===== src/hw/mc_pkg.sv =====
package busmem_pkg;
    // register byte offsets on the control bus
    localparam logic [7:0] OFF_REMAP = 8'h00;
    localparam logic [7:0] OFF_ABORT_STATUS = 8'h04;
    localparam logic [7:0] OFF_ABORT_ADDRESS = 8'h08;
    // field positions
    localparam int REMAP_TOGGLE_BIT = 0;
    localparam int UNDEF_BIT = 0;
    localparam int MISALIGN_BIT = 1;
    localparam int SIZE_LSB = 8;
    localparam int TYPE_LSB = 10;
    localparam int LAST_LSB = 16;
    localparam int STICKY_LSB = 24;
    // access size and type encodings
    localparam logic [1:0] SIZE_BYTE = 2'h0;
    localparam logic [1:0] SIZE_HALF = 2'h1;
    localparam logic [1:0] SIZE_WORD = 2'h2;
    localparam logic [1:0] TYPE_READ = 2'h0;
    localparam logic [1:0] TYPE_WRITE = 2'h1;
    localparam logic [1:0] TYPE_FETCH = 2'h2;
    // address map
    localparam logic [3:0] REGION_MEMORY = 4'h0;
    localparam logic [3:0] REGION_PERIPH = 4'hf;
    localparam logic [7:0] SLOT_ZERO = 8'h00;
    localparam logic [7:0] SLOT_FLASH = 8'h01;
    localparam logic [7:0] SLOT_SRAM = 8'h02;
    localparam int SLOT_BITS = 20;
    // master indices, highest priority first
    localparam int M_ETH = 0;
    localparam int M_DMA = 1;
    localparam int M_CPU = 2;
    localparam int N_MASTERS = 3;
    // slave select indices
    localparam int SEL_FLASH = 0;
    localparam int SEL_SRAM = 1;
    localparam int SEL_PERIPH = 2;
    // reset values
    localparam logic [31:0] RESET_WORD = 32'h0;
    localparam logic RESET_REMAP = 1'b0;

    typedef enum logic [2:0] {
        ST_IDLE = 3'b001,
        ST_XFER = 3'b010,
        ST_DONE = 3'b100
    } state_t;
endpackage


===== src/hw/bus_memory_controller.sv =====
`timescale 1ns/1ps
// Overview of operation
// - three masters, fixed priority: ethernet, then dma, then cpu
// - little-endian only; byte lanes pass straight through, no swapping
// - top address nibble picks one of sixteen 256-Mbyte regions
// - access to any of the fourteen undefined regions is aborted
// - memory region: eight more bits give each memory a 1-Mbyte slot
// - smaller memories repeat across their slot by address wrapping
// - access to an unallocated memory slot is aborted
// - area zero holds flash before remap, sram after remap
// - memory in area zero also stays reachable at its own slot
// - each written one to the remap toggle bit, with byte lane 0 enabled, flips the mapping
// - abort indication goes to every master at once
// - full 32-bit address of each aborted access is captured
// - abort records size, type, undefined or misaligned cause
// - one last-source flag per master for the latest abort
// - sticky per-master flags for aborts not shown in last-source
// - word needs address bits 1:0 zero, halfword needs bit 0 zero
// - misaligned access is cancelled and aborted
// - cpu instruction fetches skip the alignment check
// - size field: byte 00, halfword 01, word 10
// - type field: read 00, write 01, fetch 10
// - writing zero to the remap toggle bit changes nothing
module bus_memory_controller #(
    parameter int FLASH_AW = 16,
    parameter int SRAM_AW = 14
) (
    input wire logic mclk,
    input wire logic rstn,
    input wire logic eth_req,
    input wire logic [31:0] eth_addr,
    input wire logic eth_write,
    input wire logic [1:0] eth_size,
    input wire logic [31:0] eth_wdata,
    input wire logic dma_req,
    input wire logic [31:0] dma_addr,
    input wire logic dma_write,
    input wire logic [1:0] dma_size,
    input wire logic [31:0] dma_wdata,
    input wire logic cpu_req,
    input wire logic [31:0] cpu_addr,
    input wire logic cpu_write,
    input wire logic [1:0] cpu_size,
    input wire logic cpu_fetch,
    input wire logic [31:0] cpu_wdata,
    output logic [busmem_pkg::N_MASTERS-1:0] master_grant,
    output logic [busmem_pkg::N_MASTERS-1:0] master_done,
    output logic bus_abort,
    output logic [31:0] master_rdata,
    output logic [2:0] slave_sel,
    output logic [31:0] slave_addr,
    output logic slave_write,
    output logic [1:0] slave_size,
    output logic [31:0] slave_wdata,
    input wire logic slave_ready,
    input wire logic [31:0] slave_rdata,
    input wire logic [7:0] avs_address,
    input wire logic avs_read,
    input wire logic avs_write,
    input wire logic [31:0] avs_writedata,
    input wire logic [3:0] avs_byteenable,
    output logic [31:0] avs_readdata,
    output logic avs_waitrequest
);
    import busmem_pkg::*;

    if (FLASH_AW < 2 || FLASH_AW > SLOT_BITS) begin : g_bad_flash
        $error("FLASH_AW must lie between 2 and 20");
    end
    if (SRAM_AW < 2 || SRAM_AW > SLOT_BITS) begin : g_bad_sram
        $error("SRAM_AW must lie between 2 and 20");
    end

    localparam logic [19:0] FLASH_MASK = 20'((64'h1 << FLASH_AW) - 1);
    localparam logic [19:0] SRAM_MASK = 20'((64'h1 << SRAM_AW) - 1);

    typedef struct packed {
        state_t state;
        logic [2:0] owner;
        logic [2:0] done;
        logic abort;
        logic [31:0] rdata;
        logic [2:0] sel;
        logic [31:0] s_addr;
        logic s_write;
        logic [1:0] s_size;
        logic [31:0] s_wdata;
        logic remap;
        logic undef;
        logic misal;
        logic [1:0] a_size;
        logic [1:0] a_type;
        logic [2:0] last;
        logic last_unread;
        logic [2:0] sticky;
        logic [31:0] a_addr;
        logic wait_req;
        logic [31:0] rd;
    } regs_t;

    regs_t r;
    regs_t next_r;

    logic [2:0] req;
    logic [2:0][31:0] addr_m;
    logic [2:0] write_m;
    logic [2:0][1:0] size_m;
    logic [2:0][31:0] wdata_m;

    assign req = {cpu_req, dma_req, eth_req};
    assign addr_m = {cpu_addr, dma_addr, eth_addr};
    assign write_m = {cpu_write, dma_write, eth_write};
    assign size_m = {cpu_size, dma_size, eth_size};
    assign wdata_m = {cpu_wdata, dma_wdata, eth_wdata};

    // selected request and its decode
    logic [2:0] pick;
    logic [31:0] a;
    logic wr;
    logic [1:0] sz;
    logic fetch;
    logic undef;
    logic misal;
    logic [2:0] sel;
    logic [31:0] out_addr;
    logic acc;
    logic [31:0] status_word;

    always_comb begin
        pick = 3'h0;
        if (req[M_ETH]) begin
            pick[M_ETH] = 1'b1;
        end else if (req[M_DMA]) begin
            pick[M_DMA] = 1'b1;
        end else if (req[M_CPU]) begin
            pick[M_CPU] = 1'b1;
        end
        a = 32'h0;
        wr = 1'b0;
        sz = SIZE_BYTE;
        for (int i = 0; i < N_MASTERS; i++) begin
            if (pick[i]) begin
                a = addr_m[i];
                wr = write_m[i];
                sz = size_m[i];
            end
        end
        // only the cpu fetches instructions
        fetch = pick[M_CPU] & cpu_fetch;
    end

    always_comb begin
        sel = 3'h0;
        out_addr = a;
        undef = 1'b1;
        // region decode on the top nibble
        if (a[31:28] == REGION_PERIPH) begin
            sel[SEL_PERIPH] = 1'b1;
            undef = 1'b0;
        end else if (a[31:28] == REGION_MEMORY) begin
            // slot decode on the next eight bits
            case (a[27:20])
                SLOT_ZERO: begin
                    // area zero follows the remap state
                    undef = 1'b0;
                    if (r.remap) begin
                        sel[SEL_SRAM] = 1'b1;
                    end else begin
                        sel[SEL_FLASH] = 1'b1;
                    end
                end
                SLOT_FLASH: begin
                    undef = 1'b0;
                    sel[SEL_FLASH] = 1'b1;
                end
                SLOT_SRAM: begin
                    undef = 1'b0;
                    sel[SEL_SRAM] = 1'b1;
                end
                default: begin
                    undef = 1'b1;
                end
            endcase
            // wrap within memory size, so copies repeat
            if (sel[SEL_FLASH]) begin
                out_addr = {12'h0, a[19:0] & FLASH_MASK};
            end else begin
                out_addr = {12'h0, a[19:0] & SRAM_MASK};
            end
        end
        // other fourteen regions leave undef set
        misal = 1'b0;
        if (sz == SIZE_WORD) begin
            misal = (a[1:0] != 2'h0);
        end else if (sz == SIZE_HALF) begin
            misal = a[0];
        end
        if (fetch) begin
            misal = 1'b0;
        end
    end

    // register bus accept edge: request seen with waitrequest low
    assign acc = (avs_read | avs_write) & ~r.wait_req;

    always_comb begin
        status_word = 32'h0;
        status_word[UNDEF_BIT] = r.undef;
        status_word[MISALIGN_BIT] = r.misal;
        status_word[SIZE_LSB +: 2] = r.a_size;
        status_word[TYPE_LSB +: 2] = r.a_type;
        status_word[LAST_LSB +: 3] = r.last;
        status_word[STICKY_LSB +: 3] = r.sticky;
    end

    always_comb begin
        next_r = r;
        next_r.done = 3'h0;
        next_r.abort = 1'b0;
        case (r.state)
            ST_IDLE: begin
                // arbitrate only while no transfer is open
                if (pick != 3'h0) begin
                    next_r.owner = pick;
                    if (undef || misal) begin
                        next_r.state = ST_DONE;
                        next_r.done = pick;
                        // one abort line shared by all masters
                        next_r.abort = 1'b1;
                        next_r.a_addr = a;
                        next_r.undef = undef;
                        next_r.misal = misal;
                        next_r.a_size = sz;
                        // type code from direction and fetch
                        if (fetch) begin
                            next_r.a_type = TYPE_FETCH;
                        end else if (wr) begin
                            next_r.a_type = TYPE_WRITE;
                        end else begin
                            next_r.a_type = TYPE_READ;
                        end
                        // newest abort source replaces the last
                        next_r.last = pick;
                        next_r.last_unread = 1'b1;
                    end else begin
                        next_r.state = ST_XFER;
                        next_r.sel = sel;
                        next_r.s_addr = out_addr;
                        next_r.s_write = wr;
                        next_r.s_size = sz;
                        next_r.s_wdata = wdata_m[0];
                        for (int i = 0; i < N_MASTERS; i++) begin
                            if (pick[i]) begin
                                next_r.s_wdata = wdata_m[i];
                            end
                        end
                    end
                end
            end
            ST_XFER: begin
                // grant held until the slave completes
                if (slave_ready) begin
                    next_r.state = ST_DONE;
                    next_r.sel = 3'h0;
                    next_r.s_write = 1'b0;
                    next_r.rdata = slave_rdata;
                    next_r.done = r.owner;
                end
            end
            ST_DONE: begin
                // gap cycle lets the master drop its request
                next_r.state = ST_IDLE;
                next_r.owner = 3'h0;
            end
            default: begin
                next_r.state = ST_IDLE;
                next_r.owner = 3'h0;
                next_r.sel = 3'h0;
            end
        endcase

        // sticky: set by abort, cleared by status read
        // an abort on the edge that accepts a status read stays unread,
        // and an unread earlier last source moves into sticky
        if (acc && avs_read && avs_address == OFF_ABORT_STATUS) begin
            next_r.sticky = 3'h0;
            next_r.last_unread = 1'b0;
        end
        if (next_r.abort) begin
            // set wins over a clear in the same cycle
            next_r.sticky = next_r.sticky
                | (r.sticky & {3{~acc}})
                | (r.last & {3{r.last_unread}});
            next_r.last_unread = 1'b1;
        end

        // register bus: one wait cycle, then answer for one cycle
        if (avs_read || avs_write) begin
            next_r.wait_req = ~r.wait_req;
        end else begin
            next_r.wait_req = 1'b1;
        end
        if ((avs_read || avs_write) && r.wait_req) begin
            case (avs_address)
                OFF_ABORT_STATUS: next_r.rd = status_word;
                OFF_ABORT_ADDRESS: next_r.rd = r.a_addr;
                default: next_r.rd = 32'h0;
            endcase
        end
        // a written one with byte lane 0 enabled toggles the mapping
        // a written zero leaves it alone
        if (acc && avs_write && avs_address == OFF_REMAP
            && avs_byteenable[0] && avs_writedata[REMAP_TOGGLE_BIT]) begin
            next_r.remap = ~r.remap;
        end
    end

    always_ff @(posedge mclk) begin
        if (!rstn) begin
            // reset clears capture state and mapping
            r.state <= ST_IDLE;
            r.owner <= 3'h0;
            r.done <= 3'h0;
            r.abort <= 1'b0;
            r.rdata <= RESET_WORD;
            r.sel <= 3'h0;
            r.s_addr <= RESET_WORD;
            r.s_write <= 1'b0;
            r.s_size <= SIZE_BYTE;
            r.s_wdata <= RESET_WORD;
            r.remap <= RESET_REMAP;
            r.undef <= 1'b0;
            r.misal <= 1'b0;
            r.a_size <= SIZE_BYTE;
            r.a_type <= TYPE_READ;
            r.last <= 3'h0;
            r.last_unread <= 1'b0;
            r.sticky <= 3'h0;
            r.a_addr <= RESET_WORD;
            r.wait_req <= 1'b1;
            r.rd <= RESET_WORD;
        end else begin
            r <= next_r;
        end
    end

    // dma and ethernet masters may leave bus_abort unused
    assign master_grant = r.owner;
    assign master_done = r.done;
    assign bus_abort = r.abort;
    assign master_rdata = r.rdata;
    assign slave_sel = r.sel;
    assign slave_addr = r.s_addr;
    assign slave_write = r.s_write;
    assign slave_size = r.s_size;
    assign slave_wdata = r.s_wdata;
    assign avs_readdata = r.rd;
    assign avs_waitrequest = r.wait_req;
endmodule // bus_memory_controller


===== config.mk =====
export PLATFORM = sky130hd
export DESIGN_NAME = bus_memory_controller
export DESIGN_NICKNAME = d
export VERILOG_FILES = /design/src/hw/mc_pkg.sv /design/src/hw/bus_memory_controller.sv
export SDC_FILE = /design/constraint.sdc
export NUM_CORES = 1
export LEC_CHECK = 0
export BUFFER_PORTS_ARGS = -buffer_cell sky130_fd_sc_hd__buf_2
export CORE_MARGIN = 2
export CORE_UTILIZATION = 30
export CTS_CLUSTER_DIAMETER = 100
export DETAILED_ROUTE_END_ITERATION = 16
export PLACE_DENSITY = 0.58
export SLEW_MARGIN = 20
export SYNTH_ARGS = -nofsm -noshare
export SYNTH_HDL_FRONTEND = slang
export SYNTH_SLANG_ARGS = --single-unit

===== constraint.sdc =====
create_clock -name mclk -period 3.35 [get_ports mclk]
set_input_delay 0.335 -clock mclk [delete_from_list [all_inputs] [get_ports mclk]]
set_output_delay 0.335 -clock mclk [all_outputs]
set_load 0.1 [all_outputs]

==> results.py, run 1 <==
metrics = {
    "run_status": {
        "outcome": "complete, no violations",
    },
    "drt": {
        "drtPass1Iterations": 5,
        "drc": 0,
        "ant_nets": 0,
        "routed_wl_um": 32100,
        "drtIter0Drc": 501,
        "wl_per_cell_um": 17.0,
        "routed_via_density": 4.77,
        "vias": 9009,
    },
    "setup_path": {
        "critPathLaunchType": "input pin",
        "critical_path_class": "input pin to flip-flop",
        "cp_data_arrival_time_ns": 2.78,
        "required_ns": 3.65,
        "cp-startpoint": "dma_req",
        "setup.worst_path.end_class": "flip-flop",
        "critPathMaxFanout": 43,
        "regToRegStartpoint": "r[190]",
    },
    "die": {
        "core_area_um2": 32500,
        "num_io_pins": 428,
        "fp.dieArea_um2": 34500,
        "start_util_pct": 30.4,
        "die_w_um": 186,
        "fp.dieH_um": 186,
        "fp-row-count": 66,
    },
    "flow_run": {
        "maxCapViolCount": 0,
    },
    "placement": {
        "dp_hpwl_um": 24000,
        "post-place-ws_ns": 0.492,
        "place_congestion": 0.917,
        "portBuffers": 393,
        "place_inst": 1857,
    },
    "yosys": {
        "synth_area_leaders": "dfxtp_1, nand2_1, buf_4, mux2i_1, o21ai_0",
        "netlist_area_um2": 9910,
        "seq_area_frac_synth_pct": 38.6,
        "synth_top_area_cell": "dfxtp_1",
        "synth_nets": 1524,
        "synth_cell_type_count": 55,
        "synth_edf_count": 0,
        "synth_seq_cells": 191,
        "yosys.area.top_type_share_pct": 38.6,
        "synth_cells": 1238,
        "ys.flop_type": "dfxtp_1",
        "avgSynthCellArea_um2": 8.00,
        "yosys_warnings": 0,
        "async_flop_share_pct": 0,
    },
    "power_and_ir_drop": {
        "power_density_nw_per_um2": 487,
        "p_switching_uw": 1850,
        "p_leak_uw": 0.00512,
        "p_seq_share_pct": 43.7,
        "switching_share_pct": 32.6,
        "vdd_ir_drop_max_mv": 0.370,
        "pwr-share-comb_pct": 22.5,
        "pwr-share-clk_pct": 33.8,
        "p_int_uw": 3840,
    },
    "clocking": {
        "clockBufferDepth": 2,
        "cts.root.buffer_cell": "clkbuf_16",
        "postCtsSetupBuffers": 0,
        "post_cts_resized": 0,
        "cts_tree": "done",
        "path_clk_slew_ns": 0.07,
        "clock_sinks": 191,
        "cts_hold_buf": 0,
        "clock_latency_ns": 0.43,
        "htree_levels": 4,
        "cts_buffers": 17,
    },
    "grt": {
        "met2_usage_pct": 28.4,
        "grt-ovfl-total": 0,
        "globalRouteMet1Util_pct": 24.0,
        "grt_pass1_wl_um": 47400,
        "grt_use_met3_pct": 3.64,
        "grt_use_total_pct": 17.9,
        "grt_start_max_net_pins": 191,
        "grt.busiest_layer": "met2",
        "antenna_found_initial": 1,
        "grt_pass1_vias": 8300,
    },
    "timing": {
        "hold_viol": 0,
        "drv_slew": 0,
        "fin_tns_setup_ns": 0,
        "clock_skew_ns": 0.0107,
        "setup_viol": 0,
        "rsz0062_at_grt": "no",
        "timing.final.crit_period_ns": 2.48,
        "hold_ws_ns": 0.135,
        "fmax_mhz": 403,
        "period_share_pct": 74.0,
        "tightest_slew_ns": 0.791,
        "worst_slack_ns": 0.871,
        "slew_headroom_pct": 47.3,
    },
    "cells_and_area": {
        "nFillCells": 3533,
        "final_cells": 1890,
        "layout-drive-gt1-share_pct": 32.3,
        "nNetsFinal": 1720,
        "final_common_cell": "buf_2",
        "area_growth_pct": 18.0,
        "utilization_pct": 35.9,
        "final_cell_mix": "buf_2, nand2_1, dfxtp_1, mux2i_1, o21ai_0",
    },
    "min_path": {
        "hold_path_startpoint": "slave_rdata[12]",
        "hp-class": "input pin to flip-flop",
    },
}
[metrics by stage]
step                      area (um2)  power, uW
final                          11700       5690
after global routing           11700       5940
after CTS                      11700       5750
after detailed placement       11100       3820
after global placement         11100       3800
after floorplan                 9910       3490
[per-layer routing]
layer  share of wire (%)  up-vias
li1                    -     4520
met1                  46     4175
met2                  46      276
met3                 5.6       38
met4                 2.5        0
met5                   0        -
[area by class of cell]
type	instances	area, um2	share of cell area (%)
Multi-Input combinational cell	805	4590	39.2
Sequential cell	191	3820	32.7
Timing Repair Buffer	414	2160	18.4
Tap cell	442	553	4.73
Clock buffer	19	433	3.70
Clock inverter	13	115	0.985
Inverter	5	18.8	0.161
Antenna cell	1	2.50	0.0214
[worst max-delay path, stage by stage]
cell and delay, ns:
buf_2 0.32, buf_4 0.26, a21oi_1 0.08, o2bb2ai_1 0.24
o41ai_1 0.71, a21oi_4 0.05, buf_4 0.31, nand3_1 0.30
o21ai_0 0.14
[state kept, by name, summed over array words and instances, names as in the netlist]
signal / flops
r: 49
avs_readdata: 32
master_rdata: 32
slave_addr: 32
slave_wdata: 32
master_done: 3
master_grant: 3
slave_sel: 3
slave_size: 2
avs_waitrequest: 1
bus_abort: 1
slave_write: 1
[power by group through the flow]
stage               combinational, uW  clock [uW]  sequential, uW
floorplan                         951           0            2530
global placement                 1270           0            2530
detailed placement               1280           0            2540
CTS                              1280        1980            2480
global route                     1380        2060            2500
finish                           1280        1920            2490
[worst paths after layout]
| path | endpoint | slack, ns | cells after the start |
|---|---|---|---|
| worst max-delay path | slave_addr[31] | 0.87 | 9 |
| worst min-delay path | master_rdata[12] | 0.13 | 3 |
| worst max register to register | slave_addr[31] | 0.94 | 7 |
| worst min register to register | avs_readdata[27] | 0.45 | 2 |
[logic make-up (layout without fill, tap and decap cells)]
| logic type | after synthesis | after routing | share of synthesized area (%) |
|---|---|---|---|
| AND/OR/NAND/NOR | 460 | 460 | 20.9 |
| AO/OA/AOI/OAI | 252 | 252 | 15.6 |
| buffers and inverters | 242 | 451 | 15.5 |
| flip-flops | 191 | 191 | 38.6 |
| multiplexers | 92 | 92 | 9.30 |
| XOR/XNOR | 1 | 1 | 0.0884 |
| other | 0 | 1 | 0 |
[synthesized netlist by cell type (3+ instances only)]
cell and n:
a22oi_1 6, clkbuf_2 4, mux2i_1 92, a2bb2oi_1 10, and2_1 3, nand3_1 31
nand2_1 298, dfxtp_1 191, nand4_1 43, nor3_1 15, nor2_1 33, buf_4 144
o21ai_0 91, a221oi_1 12, buf_2 7, inv_1 4, buf_6 7, clkbuf_1 66
nand3b_1 15, a21oi_2 3, o211ai_1 31, nor2b_1 3, a21oi_1 77, nor3b_1 3
buf_1 7, nand2b_1 3, o22ai_1 3
Note: power is estimated with default switching activity, not from simulation.
==> run 2: changes to the inputs <==
--- a/config.mk
+++ b/config.mk
@@ -5,12 +5,13 @@
 export SDC_FILE = /design/constraint.sdc
 export NUM_CORES = 1
 export LEC_CHECK = 0
+export ABC_AREA = 1
 export BUFFER_PORTS_ARGS = -buffer_cell sky130_fd_sc_hd__buf_2
 export CORE_MARGIN = 2
 export CORE_UTILIZATION = 30
 export CTS_CLUSTER_DIAMETER = 100
 export DETAILED_ROUTE_END_ITERATION = 16
-export PLACE_DENSITY = 0.58
+export PLACE_DENSITY = 0.6
 export SLEW_MARGIN = 20
 export SYNTH_ARGS = -nofsm -noshare
 export SYNTH_HDL_FRONTEND = slang
==> constraint.sdc (replaced) <==
create_clock -name mclk -period 2.1 [get_ports mclk]
set_input_delay 0.21 -clock mclk [delete_from_list [all_inputs] [get_ports mclk]]
set_output_delay 0.21 -clock mclk [all_outputs]
set_load 0.1 [all_outputs]
==> run 2 against run 1 <==
Effect of this change: setup slack worse by 0.71 ns; cell count is 20% higher; combinational power is 42% higher; first-iteration DRC count is 7.4% lower; sequential power is 56% higher; die area is 0.42% lower; clock-buffer cell count is 1 lower; global-route usage is 1.1 points higher; worst hold slack worse by 0.10 ns; synthesized cell count is 22% higher; via count is 11% higher; critical path type unchanged.
==> results.py, run 2 <==
metrics = {
    "drt": {
        "drtPass1Iterations": 4,
        "routed_wl_um": 33700,
        "drtIter0Drc": 464,
        "ant_nets": 0,
        "routed_via_density": 4.42,
        "vias": 10029,
        "drc": 0,
        "wl_per_cell_um": 14.9,
    },
    "timing": {
        "fmax_mhz": 515,
        "fin_tns_setup_ns": 0,
        "hold_viol": 0,
        "tightest_slew_ns": 0.583,
        "clock_skew_ns": 0.0239,
        "period_share_pct": 92.5,
        "setup_viol": 0,
        "worst_slack_ns": 0.157,
        "timing.final.crit_period_ns": 1.94,
        "rsz0062_at_grt": "no",
        "slew_headroom_pct": 61.4,
        "drv_slew": 0,
    },
    "grt": {
        "grt_pass1_wl_um": 50700,
        "grt_start_max_net_pins": 104,
        "grt_pass1_vias": 9591,
        "antenna_found_initial": 4,
        "grt-ovfl-total": 0,
        "grt_use_total_pct": 19.1,
    },
    "setup_path": {
        "required_ns": 2.46,
        "regToRegEndpoint": "slave_addr[9]",
        "setup.worst_path.end_class": "flip-flop",
        "r2r_slack_ns": 0.32,
        "critPathMaxFanout": 12,
        "cp_data_arrival_time_ns": 2.31,
        "critical_path_class": "input pin to flip-flop",
        "rr_worst_depth": 8,
        "critPathLaunchType": "input pin",
        "regToRegStartpoint": "r[188]",
    },
    "cells_and_area": {
        "final_cell_mix": "nand2_1, buf_2, dfxtp_1, nor2_1, inv_1",
        "nFillCells": 3441,
        "final_common_cell": "nand2_1",
        "area_growth_pct": 29.6,
        "layout-drive-gt1-share_pct": 30.4,
        "nNetsFinal": 2093,
        "top_register": "r",
        "fin_area_um2": 12800,
        "largest_register_ffs": 49,
    },
    "yosys": {
        "synth_nets": 1796,
        "synth_top_area_cell": "dfxtp_1",
        "synth_cells": 1510,
        "yosysMostFrequentCell": "nand2_1",
        "synth_common_cells": "nand2_1, nor2_1, dfxtp_1, inv_1, buf_4",
        "netlist_area_um2": 9860,
        "ys.flop_type": "dfxtp_1",
        "synth_seq_cells": 191,
        "yosys_warnings": 0,
        "synth_edf_count": 0,
        "synth_area_leaders": "dfxtp_1, nand2_1, buf_4, nor2_1, o21ai_0",
        "synth_cell_type_count": 28,
        "seq_area_frac_synth_pct": 38.8,
        "yosys.area.top_type_share_pct": 38.8,
        "avgSynthCellArea_um2": 6.53,
        "async_flop_share_pct": 0,
    },
    "placement": {
        "postPlaceCellArea_um2": 11700,
        "post-place-ws_ns": -0.502,
        "place_congestion": 0.851,
        "portBuffers": 393,
        "dp_hpwl_um": 24600,
    },
    "min_path": {
        "hold_end": "master_rdata[27]",
        "hp-class": "input pin to flip-flop",
        "whs_path_depth": 3,
        "hold_path_startpoint": "slave_rdata[27]",
    },
    "die": {
        "fp.dieArea_um2": 34300,
        "fp.dieH_um": 185,
        "num_io_pins": 428,
        "die_w_um": 185,
        "core_area_um2": 32500,
        "start_util_pct": 30.4,
        "fp-row-count": 66,
    },
    "clocking": {
        "clockBufferDepth": 2,
        "clock_sinks": 191,
        "cts.root.buffer_cell": "clkbuf_16",
        "cts_buffers": 17,
        "clock_latency_ns": 0.45,
        "cts_tree": "done",
        "htree_levels": 4,
        "path_clk_slew_ns": 0.08,
    },
    "flow_run": {
        "maxCapViolCount": 0,
    },
    "run_status": {
        "outcome": "complete, no violations",
    },
    "power_and_ir_drop": {
        "power_density_nw_per_um2": 705,
        "total_power_uw": 9010,
        "p_leak_uw": 0.00650,
        "vdd_ir_drop_max_mv": 0.474,
    },
}
[run 2: changes by cell type after synthesis, moves of 13 or more]
cell,previous run,this run
a21oi_1,77,94
clkbuf_1,66,51
inv_1,4,149
mux2i_1,92,0
nand2_1,298,403
nand3_1,31,91
nand3b_1,15,1
nand4_1,43,9
nor2_1,33,194
nor3_1,15,2
o211ai_1,31,1
o21ai_0,91,119
[run 2: final cells by class]
type	count	area (um2)	share of cell area, %
Antenna cell	5	12.5	0.0979
Clock buffer	18	439	3.44
Clock inverter	14	155	1.21
Inverter	157	589	4.61
Multi-Input combinational cell	941	4140	32.4
Sequential cell	191	3820	29.9
Tap cell	442	553	4.33
Timing Repair Buffer	499	3060	24.0
[run 2: where the power goes]
part,leakage (uW),switching [uW],internal [uW]
clock,0.000293,1660,1640
combinational,0.00466,1180,646
sequential,0.00155,91.4,3800
[run 2: per-layer routing]
metal  track usage (%)  wire length (um)
met1              22.4             14200
met5                 0                 0
met3              4.56              2020
met2              32.6             16100
met4              9.24              1390
[run 2: timing repair]
item                       4_1_cts  5_1_grt
hold endpoints to repair        26        0
gates cloned                     0        6
setup endpoints to repair        6      114
setup buffers                    0        3
pin swaps                        0       12
gates resized for setup          2       37
hold buffers                    26        0
[run 2: worst max-delay path by stage]
stage                  from  cells past startpoint              to  slack (ns)
floorplan           dma_req                     17           r[55]        0.05
global placement    dma_req                     19  slave_wdata[2]       -0.45
detailed placement  eth_req                     18  slave_wdata[2]       -0.50
CTS                 dma_req                     18  slave_addr[10]      -0.007
global route        dma_req                     20  slave_wdata[9]        0.02
finish              eth_req                     18   slave_addr[9]        0.16
[run 2: cells by family (layout without fill, tap and decap cells)]
| kind of cell | after synthesis | in the layout | share of synthesized area (%) |
|---|---|---|---|
| and+or+nand+nor | 713 | 713 | 29.2 |
| buffers and inverters | 378 | 688 | 20.3 |
| AOI/OAI and AO/OA | 228 | 228 | 11.8 |
| DFF | 191 | 191 | 38.8 |
| other | 0 | 5 | 0 |
[run 2: worst max-delay path, stage by stage]
cell       delay (ns)
buf_4            0.15
nor2_4           0.19
buf_4            0.17
nand2_1          0.09
nand2_1          0.08
nor2_2           0.04
buf_4            0.13
nor2_2           0.07
nand4_1          0.11
nand2_2          0.09
inv_2            0.04
nand2_2          0.07
nand2_4          0.07
nor3_4           0.19
buf_6            0.20
clkbuf_16        0.19
nand2_1          0.06
a21oi_1          0.13
[run 2: stage by stage]
step | instances | utilization [%] | hold slack (ns)
3_5_place_dp | 2197 | 36.0 | 0.441
5_1_grt | 2266 | 39.4 | 0.0162
3_3_place_gp | 2197 | 36.0 | 0.431
2_1_floorplan | 1510 | - | 0.345
6_report | 2267 | 39.4 | 0.0326
4_1_cts | 2255 | 38.6 | 0.00215
==> run 3: changes to the inputs <==
--- a/config.mk
+++ b/config.mk
@@ -8,10 +8,10 @@
 export ABC_AREA = 1
 export BUFFER_PORTS_ARGS = -buffer_cell sky130_fd_sc_hd__buf_2
 export CORE_MARGIN = 2
-export CORE_UTILIZATION = 30
+export CORE_UTILIZATION = 35
 export CTS_CLUSTER_DIAMETER = 100
 export DETAILED_ROUTE_END_ITERATION = 16
-export PLACE_DENSITY = 0.6
+export PLACE_DENSITY = 0.67
 export SLEW_MARGIN = 20
 export SYNTH_ARGS = -nofsm -noshare
 export SYNTH_HDL_FRONTEND = slang
==> run 3 against run 2 <==
Effect of this change: critical endpoint is now slave_wdata[23]; clock skew decreased by 0.014 ns; sequential power about the same; setup slack got worse by 0.037 ns; critical path type unchanged; largest cell class unchanged; routed wire length decreased by 5.3%; highest routed layer unchanged; die area decreased by 14%.
==> results.py, run 3 (synthesis results as in run 2) <==
metrics = {
    "drt": {
        "routed_wl_um": 31900,
        "routed_via_density": 4.57,
        "drtPass1Iterations": 4,
        "drtIter0Drc": 449,
        "ant_nets": 0,
        "wl_met2_um": 15700,
        "wl_per_cell_um": 14.4,
        "wl_met3_um": 1850,
        "wl_met1_um": 13300,
        "drc": 0,
        "vias": 10099,
        "top_layer": "met4",
    },
    "cells_and_area": {
        "top_register": "r",
        "largest_register_ffs": 49,
        "final_common_cell": "nand2_1",
        "layout-drive-gt1-share_pct": 30.0,
        "final_cell_mix": "nand2_1, buf_2, dfxtp_1, nor2_1, inv_1",
        "area_growth_pct": 28.8,
        "nNetsFinal": 2103,
    },
    "grt": {
        "antenna_found_initial": 2,
        "grt_pass1_wl_um": 48400,
        "grt_use_total_pct": 21.0,
        "grt_pass1_vias": 9585,
        "grt-ovfl-total": 0,
        "grt_start_max_net_pins": 65,
    },
    "die": {
        "fp.dieH_um": 172,
        "num_io_pins": 428,
        "fp.dieArea_um2": 29500,
        "die_w_um": 172,
        "fp-row-count": 61,
        "core_area_um2": 27800,
        "start_util_pct": 35.5,
    },
    "timing": {
        "slew_headroom_pct": 55.0,
        "period_share_pct": 94.3,
        "fmax_mhz": 505,
        "hold_ws_ns": 0.0172,
        "tightest_slew_ns": 0.675,
        "timing.final.crit_period_ns": 1.98,
        "hold_viol": 0,
        "setup_viol": 0,
        "drv_slew": 0,
        "clock_skew_ns": 0.0103,
    },
    "power_and_ir_drop": {
        "total_power_uw": 9120,
        "vdd_ir_drop_max_mv": 0.561,
        "p_leak_uw": 0.00653,
        "power_density_nw_per_um2": 718,
    },
    "setup_path": {
        "setup.worst_path.end_class": "flip-flop",
        "cp_data_arrival_time_ns": 2.30,
        "required_ns": 2.42,
        "critical_path_class": "input pin to flip-flop",
        "critPathMaxFanout": 12,
        "critPathLaunchType": "input pin",
    },
    "clocking": {
        "path_clk_slew_ns": 0.08,
        "htree_levels": 4,
        "cts_buffers": 17,
        "clock_sinks": 191,
        "cts_tree": "done",
        "clock_latency_ns": 0.43,
        "clockBufferDepth": 2,
        "cts.root.buffer_cell": "clkbuf_16",
    },
    "run_status": {
        "outcome": "complete, no violations",
    },
    "placement": {
        "portBuffers": 393,
        "place_congestion": 0.927,
        "dp_hpwl_um": 23800,
    },
    "min_path": {
        "hp-class": "input pin to flip-flop",
    },
    "flow_run": {
        "maxCapViolCount": 0,
    },
}
run 3: changes by cell type in the layout (fill, tap and decap cells not counted), sizes merged:
| cell | change |
|---|---|
| bufinv | +1 |
| clkinv | +2 |
| inv | -3 |
| buf | +14 |
| dlygate4sd3 | -2 |
| clkbuf | -2 |
| diode | -3 |
run 3: layout make-up:
| type | count | area, um2 |
|---|---|---|
| antenna | 2 | 5.00 |
| clock buffer | 18 | 429 |
| clock inverter | 14 | 189 |
| fill | 2908 | 15100 |
| inverter | 157 | 589 |
| multi-input combinational | 941 | 4090 |
| sequential | 191 | 3820 |
| tap | 378 | 473 |
| timing repair buffer | 509 | 3110 |
run 3: through the flow:
stage	std cells	cell area (um2)	setup TNS [ns]	util, %	setup slack [ns]
4_1_cts	2203	12600	-0.00292	45.3	-0.00292
3_5_place_dp	2144	11700	-49.18	42.0	-0.529
5_1_grt	2209	12700	-0.0130	45.7	-0.00449
6_report	2210	12700	0	45.7	0.121
3_3_place_gp	2144	11700	-44.37	42.0	-0.500
2_1_floorplan	1510	9860	0	-	0.0530
run 3: power breakdown:
| group | switching (uW) | internal, uW |
|---|---|---|
| clock | 1630 | 1730 |
| combinational | 1170 | 693 |
| sequential | 92.5 | 3800 |
| total | 2890 | 6230 |
run 3: worst max-delay path, stage by stage:
cell       delay, ns
buf_2           0.13
nor2_4          0.05
nand2_4         0.13
buf_6           0.14
nor2_1          0.05
nor2_2          0.18
nand2_2         0.08
nor2_4          0.11
nand3_1         0.10
nand2_2         0.09
inv_2           0.03
nand2_1         0.07
nand2_2         0.07
buf_4           0.14
nor3_4          0.20
buf_6           0.17
clkbuf_16       0.17
nand2_1         0.06
nand2_1         0.07
nor2_1          0.04
run 3: worst paths after layout:
kind / startpoint / end / slack, ns / cells past startpoint
worst max register to register: r[189] / master_done[2] / 0.29 / 7
worst max-delay path: dma_req / slave_wdata[23] / 0.12 / 20
worst min register to register: r[41] / r[41] / 0.46 / 2
worst min-delay path: slave_rdata[0] / master_rdata[0] / 0.02 / 3
run 3: timing repair:
item | 4_1_cts | 5_1_grt
setup endpoints to repair | 62 | 81
setup buffers | 2 | 3
endpoints found under the hold margin | 24 | 0
pin swaps | 3 | 5
resized for setup | 8 | 11
cloned | 1 | 2
hold buffers | 24 | 0
run 3: layer usage:
metal	vias to the layer above	GRT usage [%]
met5	-	0
met1	4554	25.1
met2	322	36.5
met4	0	8.48
met3	53	4.55
li1	5170	-
